$ cat src/rtl/pvtid_pkg.sv
// Shared constants and types for the PCI-to-VME outbound image decoder.
// Assumes a single 250 MHz APB clock and same-clock PCI request logic.
`default_nettype none

package pvtid_pkg;

    // Images held here: index 0, 1, 2 are images 4, 5, 6
    localparam int          IMG_N     = 3;
    localparam logic [2:0]  IMG_FIRST = 3'h4;

    // Register offsets, one row per image: control, base, bound, offset
    localparam logic [11:0] REG_OFF [IMG_N][4] = '{
        '{12'h1A0, 12'h1A4, 12'h1A8, 12'h1B0},
        '{12'h1B4, 12'h1B8, 12'h1BC, 12'h1C0},
        '{12'h1C8, 12'h1CC, 12'h1D0, 12'h1D4}
    };
    localparam logic [11:0] OFF_STATUS = 12'h1FC;

    // Control register field positions
    localparam int CTL_EN_BIT    = 31;
    localparam int CTL_PW_BIT    = 30;
    localparam int CTL_WID_LSB   = 22;
    localparam int CTL_SPC_LSB   = 16;
    localparam int CTL_PRG_BIT   = 14;
    localparam int CTL_SUPER_BIT = 12;
    localparam int CTL_BLK_BIT   = 8;
    localparam int CTL_IOS_BIT   = 0;
    localparam logic [31:0] CTL_MASK  = 32'hC0C7_5101;
    localparam logic [31:0] CTL_RESET = 32'h0080_0000;

    // Window granularity masks
    localparam logic [31:0] GRAN_4K  = 32'hFFFF_F000;
    localparam logic [31:0] GRAN_64K = 32'hFFFF_0000;

    // Status register fields
    localparam int STAT_HIT_BIT = 0;
    localparam int STAT_IMG_LSB = 4;

    // Address modifier building blocks
    localparam logic [5:0] AM_A16    = 6'h28;
    localparam logic [5:0] AM_A24    = 6'h38;
    localparam logic [5:0] AM_A32    = 6'h08;
    localparam logic [5:0] AM_CRCSR  = 6'h2F;
    localparam logic [5:0] AM_USER1  = 6'h10;
    localparam logic [5:0] AM_USER2  = 6'h18;
    localparam int         AM_SUP    = 2;
    localparam logic [1:0] AM_MBLT   = 2'h0;
    localparam logic [1:0] AM_DATA   = 2'h1;
    localparam logic [1:0] AM_PROG   = 2'h2;
    localparam logic [1:0] AM_BLT    = 2'h3;

    typedef enum logic [1:0] {PVTID_W8, PVTID_W16, PVTID_W32, PVTID_W64} pvtid_width_t;
    typedef enum logic [2:0] {PVTID_A16, PVTID_A24, PVTID_A32, PVTID_RSV3, PVTID_RSV4,
                              PVTID_CRCSR, PVTID_USER1, PVTID_USER2} pvtid_space_t;
    typedef enum logic [1:0] {PVTID_K_CTL, PVTID_K_BASE, PVTID_K_BOUND,
                              PVTID_K_OFFS} pvtid_kind_t;

    typedef struct packed {
        logic        valid;
        logic [31:0] addr;
        logic        io;
        logic        write;
    } pvtid_req_t;

    typedef struct packed {
        logic         valid;
        logic         hit;
        logic [2:0]   img;
        logic [31:0]  vme_addr;
        logic [5:0]   am;
        pvtid_width_t width;
        logic         blt;
        logic         mblt;
        logic         posted;
    } pvtid_xlat_t;

    typedef struct packed {
        logic        ok;
        logic        stat;
        pvtid_kind_t kind;
        logic [1:0]  img;
    } pvtid_sel_t;

endpackage : pvtid_pkg

`default_nettype wire

$ cat src/rtl/pvtid_decode.sv
// Outbound image registers (images 4 to 6) and PCI address decode/translation.
// Assumes an APB master on pclk and a PCI target front end on the same clock.
//
// Decided for this implementation: the APB register port.
`default_nettype none

// Function
// - Enabled image claims address at or above base and below bound
// - Bound of zero means no upper limit above base
// - Image 4 compares on 4 KB units, images 5 and 6 on 64 KB
// - Image 4 VME bits 31..12 are PCI address plus offset
// - Image 5 VME bits 31..16 are PCI address plus offset
// - Image 5 base, bound, offset live in bits 31..16, rest reserved
// - Width field 00/01/10/11 gives 8/16/32/64 bits, resets to 10
// - Space field selects A16, A24, A32, CR/CSR, User1, User2; resets zero
// - Cycle-type bit asks for block transfers, resets zero
// - Cycle-type bit only counts for A24/A32 at 8, 16 or 32 bits
// - A24/A32 at 64 bits may use multiplexed block transfers
// - Posted-write bit posts writes, else coupled, resets zero
// - I/O space image ignores posted bit, always coupled
// - PCI space bit: clear answers memory, set answers I/O
// - Program bit marks cycles program when set, data when clear
// - Supervisor bit marks cycles supervisor when set, else user
// - Enable at bit 31, posted-write at bit 30 of control
// - Image 4 base and bound occupy bits 31..12
module pvtid_decode
    import pvtid_pkg::*;
(
    // Clock and reset
    input  wire logic        pclk,
    input  wire logic        presetn,
    // APB slave
    input  wire logic        psel,
    input  wire logic        penable,
    input  wire logic        pwrite,
    input  wire logic [11:0] paddr,
    input  wire logic [31:0] pwdata,
    input  wire logic [3:0]  pstrb,
    output logic      [31:0] prdata,
    output logic             pready,
    output logic             pslverr,
    // PCI request in, VME cycle attributes out
    input  wire pvtid_req_t  pci_req,
    output pvtid_xlat_t      vme_xlat
);

    logic [31:0] ctl_r   [IMG_N];
    logic [31:0] base_r  [IMG_N];
    logic [31:0] bound_r [IMG_N];
    logic [31:0] offs_r  [IMG_N];
    logic [31:0] prdata_r;
    logic        pslverr_r;
    logic        last_hit_r;
    logic [2:0]  last_img_r;
    pvtid_xlat_t xlat_r;
    pvtid_xlat_t xlat_nxt;
    pvtid_sel_t  sel;
    logic [31:0] lanes;
    logic        wr_en;

    // Window granularity per image
    function automatic logic [31:0] img_gran(input int i);
        return (i == 0) ? GRAN_4K : GRAN_64K;
    endfunction : img_gran

    // Map an APB offset onto a register
    function automatic pvtid_sel_t reg_sel(input logic [11:0] a);
        pvtid_sel_t s;
        s = '{ok: 1'b0, stat: 1'b0, kind: PVTID_K_CTL, img: 2'h0};
        for (int i = 0; i < IMG_N; i++)
        begin
            for (int k = 0; k < 4; k++)
            begin
                if (a == REG_OFF[i][k])
                begin
                    s.ok   = 1'b1;
                    s.kind = pvtid_kind_t'(k[1:0]);
                    s.img  = i[1:0];
                end
            end
        end
        if (a == OFF_STATUS)
        begin
            s.ok   = 1'b1;
            s.stat = 1'b1;
        end
        return s;
    endfunction : reg_sel

    // Byte-lane merge of a write into the writable bits only
    function automatic logic [31:0] merge(input logic [31:0] old, input logic [31:0] wd,
                                          input logic [31:0] m);
        return (old & ~m) | (wd & m);
    endfunction : merge

    // Address modifier from space, cycle kind and privilege
    function automatic logic [5:0] am_code(input pvtid_space_t sp, input logic program_access_flag,
                                           input logic sup, input logic blt,
                                           input logic mblt);
        logic [5:0] base;
        logic [1:0] low;
        base = AM_A16;
        unique case (sp)
            PVTID_A16:   base = AM_A16;
            PVTID_A24:   base = AM_A24;
            PVTID_A32:   base = AM_A32;
            PVTID_CRCSR: base = AM_CRCSR;
            PVTID_USER1: base = AM_USER1;
            PVTID_USER2: base = AM_USER2;
            default:     base = AM_A16;
        endcase
        low = mblt ? AM_MBLT : blt ? AM_BLT : program_access_flag ? AM_PROG : AM_DATA;
        if (sp == PVTID_A16)
            low = AM_DATA; // A16 has no program or block codes
        if (sp == PVTID_CRCSR)
            return AM_CRCSR;
        return base | (6'(sup) << AM_SUP) | {4'h0, low};
    endfunction : am_code

    // APB decode; zero wait states, the read word is staged in setup
    assign sel     = reg_sel(paddr);
    assign lanes   = {{8{pstrb[3]}}, {8{pstrb[2]}}, {8{pstrb[1]}}, {8{pstrb[0]}}};
    assign wr_en   = psel && penable && pwrite && sel.ok && !sel.stat;
    assign pready  = 1'b1;
    assign pslverr = psel && penable && pslverr_r;
    assign prdata  = prdata_r;

    // Register writes; reserved bits stay zero through the masks
    always_ff @(posedge pclk or negedge presetn)
    begin
        if (!presetn)
        begin
            for (int i = 0; i < IMG_N; i++)
            begin
                ctl_r[i]   <= CTL_RESET;
                base_r[i]  <= 32'h0000_0000;
                bound_r[i] <= 32'h0000_0000;
                offs_r[i]  <= 32'h0000_0000;
            end
        end
        else
        begin
            for (int i = 0; i < IMG_N; i++)
            begin
                if (wr_en && sel.img == i[1:0])
                begin
                    unique case (sel.kind)
                        PVTID_K_CTL:   ctl_r[i]   <= merge(ctl_r[i], pwdata,
                                                           CTL_MASK & lanes);
                        PVTID_K_BASE:  base_r[i]  <= merge(base_r[i], pwdata,
                                                           img_gran(i) & lanes);
                        PVTID_K_BOUND: bound_r[i] <= merge(bound_r[i], pwdata,
                                                           img_gran(i) & lanes);
                        PVTID_K_OFFS:  offs_r[i]  <= merge(offs_r[i], pwdata,
                                                           img_gran(i) & lanes);
                    endcase
                end
            end
        end
    end

    // Read data and error staged in the setup cycle so they come from flops
    always_ff @(posedge pclk or negedge presetn)
    begin
        if (!presetn)
        begin
            prdata_r  <= 32'h0000_0000;
            pslverr_r <= 1'b0;
        end
        else if (psel && !penable)
        begin
            pslverr_r <= !sel.ok;
            if (!sel.ok)
                prdata_r <= 32'h0000_0000;
            else if (sel.stat)
                prdata_r <= (32'(last_hit_r) << STAT_HIT_BIT)
                          | (32'(last_img_r) << STAT_IMG_LSB);
            else
            begin
                unique case (sel.kind)
                    PVTID_K_CTL:   prdata_r <= ctl_r[sel.img];
                    PVTID_K_BASE:  prdata_r <= base_r[sel.img];
                    PVTID_K_BOUND: prdata_r <= bound_r[sel.img];
                    PVTID_K_OFFS:  prdata_r <= offs_r[sel.img];
                endcase
            end
        end
    end

    // Window compare and translation; lowest image wins on overlap
    always_comb
    begin
        logic [31:0]  g;
        pvtid_space_t sp;
        pvtid_width_t wd;
        logic         a2432;
        logic         in_win;
        g     = GRAN_4K;
        sp    = PVTID_A16;
        wd    = PVTID_W32;
        a2432 = 1'b0;
        in_win = 1'b0;
        xlat_nxt       = '0;
        xlat_nxt.width = PVTID_W32;
        xlat_nxt.valid = pci_req.valid;
        for (int i = IMG_N - 1; i >= 0; i--)
        begin
            g      = img_gran(i);
            sp     = pvtid_space_t'(ctl_r[i][CTL_SPC_LSB +: 3]);
            wd     = pvtid_width_t'(ctl_r[i][CTL_WID_LSB +: 2]);
            a2432  = (sp == PVTID_A24) || (sp == PVTID_A32);
            in_win = ((pci_req.addr & g) >= (base_r[i] & g))
                  && (((bound_r[i] & g) == 32'h0)
                      || ((pci_req.addr & g) < (bound_r[i] & g)));
            // Reserved spaces never claim: there is no cycle to generate
            if (pci_req.valid && ctl_r[i][CTL_EN_BIT] && in_win
                && (pci_req.io == ctl_r[i][CTL_IOS_BIT])
                && sp != PVTID_RSV3 && sp != PVTID_RSV4)
            begin
                xlat_nxt.hit      = 1'b1;
                xlat_nxt.img      = IMG_FIRST + i[2:0];
                xlat_nxt.vme_addr = ((pci_req.addr & g) + (offs_r[i] & g))
                                  | (pci_req.addr & ~g);
                xlat_nxt.width    = wd;
                xlat_nxt.blt      = ctl_r[i][CTL_BLK_BIT] && a2432
                                  && wd != PVTID_W64;
                xlat_nxt.mblt     = a2432 && wd == PVTID_W64;
                xlat_nxt.posted   = pci_req.write && ctl_r[i][CTL_PW_BIT]
                                  && !ctl_r[i][CTL_IOS_BIT];
                xlat_nxt.am       = am_code(sp, ctl_r[i][CTL_PRG_BIT],
                                            ctl_r[i][CTL_SUPER_BIT], xlat_nxt.blt,
                                            xlat_nxt.mblt);
            end
        end
    end

    // Answer registered one cycle after each request
    always_ff @(posedge pclk or negedge presetn)
    begin
        if (!presetn)
            xlat_r <= '0;
        else
            xlat_r <= xlat_nxt;
    end

    assign vme_xlat = xlat_r;

    // Hit and image of the last request, claimed or not, shown to software in the status word
    always_ff @(posedge pclk or negedge presetn)
    begin
        if (!presetn)
        begin
            last_hit_r <= 1'b0;
            last_img_r <= 3'h0;
        end
        else if (xlat_nxt.valid)
        begin
            last_hit_r <= xlat_nxt.hit;
            last_img_r <= xlat_nxt.img;
        end
    end

    // Assertion helpers: request and image 4/5 settings seen one cycle back
    pvtid_req_t  req_q;
    logic [31:0] ctl4_q;
    logic [31:0] base4_q;
    logic [31:0] bound4_q;
    logic [31:0] offs4_q;
    logic [31:0] offs5_q;
    logic [31:0] ctl5_q;

    always_ff @(posedge pclk or negedge presetn)
    begin
        if (!presetn)
        begin
            req_q    <= '0;
            ctl4_q   <= 32'h0;
            base4_q  <= 32'h0;
            bound4_q <= 32'h0;
            offs4_q  <= 32'h0;
            offs5_q  <= 32'h0;
            ctl5_q   <= 32'h0;
        end
        else
        begin
            req_q    <= pci_req;
            ctl4_q   <= ctl_r[0];
            base4_q  <= base_r[0];
            bound4_q <= bound_r[0];
            offs4_q  <= offs_r[0];
            offs5_q  <= offs_r[1];
            ctl5_q   <= ctl_r[1];
        end
    end
endmodule : pvtid_decode

`default_nettype wire

$ cat config.mk
export PLATFORM = sky130hd
export DESIGN_NAME = pvtid_decode
export DESIGN_NICKNAME = d
export VERILOG_FILES = /design/src/rtl/pvtid_pkg.sv /design/src/rtl/pvtid_decode.sv
export SDC_FILE = /design/constraint.sdc
export NUM_CORES = 1
export LEC_CHECK = 0
export ABC_AREA = 1
export BUFFER_PORTS_ARGS = -buffer_cell sky130_fd_sc_hd__clkbuf_2
export CAP_MARGIN = 20
export CORE_AREA = 2 2 176 178
export DETAILED_ROUTE_END_ITERATION = 8
export DIE_AREA = 0 0 178 180
export PLACE_DENSITY_LB_ADDON = 0.05
export SYNTH_ARGS = -nofsm -noshare
export SYNTH_HDL_FRONTEND = slang
export SYNTH_SLANG_ARGS = --single-unit
$ cat constraint.sdc
create_clock -name pclk -period 2.4 [get_ports pclk]
set_input_delay 0.48 -clock pclk [delete_from_list [all_inputs] [get_ports pclk]]
set_output_delay 0.48 -clock pclk [all_outputs]
set_load 0.005 [all_outputs]
==> flow_summary.toml <==
[status]
outcome = "finished, final reports clean"

[grt]
grt_pass1_wl_um = 98500
gr-total-overflow = 0
antenna_found_initial = 0
grt_max_degree = 57
first_global_vias = 18400
grt.total_usage_pct = 39.7

[placement]
gp_congestion = 1.03
portBuffers = 151
dpl.cell_count = 3210
dp_hpwl_um = 50200

[final_layout]
area_delta_synth_final_pct = 25.1
fill_cells = 2333
final_layout_size_suffix_gt1_share_pct = 20.2
n_antenna_cell = 0
final_cells = 3272
fin_nets = 3093

[detailed_routing]
avgRoutedWirePerCell_um = 19.5
firstDrtPassIters = 6
wl_um = 63900
antenna_left = 0
drtIter0Drc = 1908
drc = 0
vias_per_cell = 5.80
dr_total_vias = 19000

[sta]
fin_crit_ns = 2.36
grt_setup_unrepaired = "yes"
tns_ns = 0
slew_viol_final = 0
relSlewSlack_pct = 51.0
setup_viol = 0
period_share_pct = 98.5
fin_skew_ns = 0.0258
tightest_slew_ns = 0.733
clock.fmax_ghz = 0.423
finalHoldViolCount = 0

[logic_synthesis]
synth.most_common_cell = "nand2_1"
synth_area_um2 = 17900
async_flop_share_pct = 100
synth_edf_count = 0
synthFlopType = "dfrtp_1"
syn_area_per_cell_um2 = 7.29
yosysUniqueCellTypes = 50
synth_top_cell_by_area = "dfrtp_1"
synth_seq_cells = 265
synth_commonest_cells = "nand2_1 (756), inv_1 (278), dfrtp_1 (262)"
synth.yosys.warnings = 0
synth_area_leaders = "dfrtp_1 (37%), nand2_1 (16%), ha_1 (10%), inv_1 (5.8%), o21ai_0 (5.1%)"
synth_top_area_share_pct = 36.6
syn_inst = 2454
seq_area_frac_synth_pct = 37.1

[cts]
cts_buffers = 30
clock_latency_ns = 0.60
cts_tree = "yes"
h-tree-depth = 1
clk_path_buf_depth = 3
cts_root_buf = "clkbuf_16"
clk_pin_slew_ns = 0.06
cts.sinks = 265

[power]
finalPower_uw = 10200
power.leakage_uw = 0.0115
powerDensity_nw_per_um2 = 458
ir_drop_mv = 0.607

[worst_setup_path]
max_stage_delay_ns = 0.43
critical_path_class = "reg2reg"
cp_cell_sequence = "ha_1, nand2_1, nand2_1, nand3_1, a21boi_0, o21ai_0, nand3_1, xor2_1, nand2_1, nand3_1"
start_kind = "register"
end_kind = "register"
worstPathArrival_ns = 2.84
cp_slowest_cell = "ha_1"
crit_family = "simple AND/OR/NAND/NOR gates"
path_buf_inv = 0
cp.required_ns = 2.87
path_max_fanout = 4

[floorplanning]
ioPinCount = 170
die_area_um2 = 32000
rows = 64
core_um2 = 30200
fp.dieW_um = 178
die_h_um = 180
start_util_pct = 59.3

[hold_path]
hp-class = "in2reg"

[flow_run]
drv_cap = 0
## per-layer routing
metal	vias to the layer above	routed length [um]	global-route usage, %
li1	8853	-	-
met1	8908	24900	52.4
met2	1010	29300	63.4
met3	192	5910	5.33
met4	0	3800	21.3
met5	-	0	0
## layout by cell type, fill, tap and decap left out, types with 20 or more instances in the layout
cell type    n
o21ai_1     94
ha_1       149
nand2_2     23
xor2_1      33
clkbuf_2   150
dfrtp_1    262
nor2_1     113
inv_1      277
clkbuf_16   30
nand2_1    749
o211ai_1    23
nand3_1    169
a21oi_1    112
nor3_1      20
buf_4      254
nand4_1     39
o21ai_0    176
buf_12      23
## final cells by class
class	count	area, um^2	area share [%]
timing repair buffer	438	3230	14.4
tap	396	495	2.21
clock inverter	14	155	0.693
sequential	265	6640	29.6
clock buffer	42	866	3.87
inverter	285	1070	4.79
multi-input combinational	1832	9930	44.4
## final timing paths
path,start,endpoint,slack [ns],depth (start not counted)
min in group asynchronous,presetn,vme_xlat[29],0.40,2
setup / recovery,offs_r[80],vme_xlat[42],0.04,10
max in group asynchronous,presetn,base_r[88],1.23,3
hold reg to reg,prdata[29],prdata[29],0.48,2
setup reg to reg,offs_r[80],vme_xlat[42],0.04,10
hold / removal,pci_req[34],vme_xlat[47],0.06,1
## flip-flops by register name (all words and copies together), names as in the netlist
register    count
bound_r        52
vme_xlat       47
prdata         25
offs_r         52
base_r         52
last_img_r      2
pslverr_r       1
ctl_r          33
last_hit_r      1
## power breakdown
part	switching [uW]	internal, uW
logic	643	378
clock network	2010	2740
registers	3.24	4470
## what timing repair did
action                                 CTS  global route
gates cloned                             0             2
hold buffers                             1             0
resized for setup                        9            48
setup endpoints to repair               47            47
buffers inserted                         0             3
pin swaps                                0            14
endpoints found under the hold margin   49             0
## logic make-up (layout without fill, tap and decap cells)
logic type / Yosys count / after routing / share of synthesized area (%)
other: 2 / 8 / 0.0420
DFF: 265 / 265 / 37.1
adders and majority gates: 153 / 153 / 10.8
xor gates and xnor gates: 44 / 44 / 2.15
buffers and inverters: 363 / 779 / 8.32
AOI/OAI and AO/OA: 445 / 445 / 13.4
and+or+nand+nor: 1182 / 1182 / 28.2
## stage by stage
| stage | instance area [um^2] | setup WS [ns] | util, % | hold WS [ns] |
|---|---|---|---|---|
| after floorplan | 17900 | 0.0986 | - | 0.184 |
| after global placement | 21100 | -0.691 | 70.0 | 0.437 |
| after detailed placement | 21100 | -0.406 | 70.0 | 0.436 |
| after CTS | 22200 | 0.00981 | 73.5 | 0.0514 |
| after global routing | 22400 | -0.0305 | 74.2 | 0.0523 |
| final | 22400 | 0.0362 | 74.2 | 0.0554 |
Note: power is estimated with default switching activity, not from simulation.
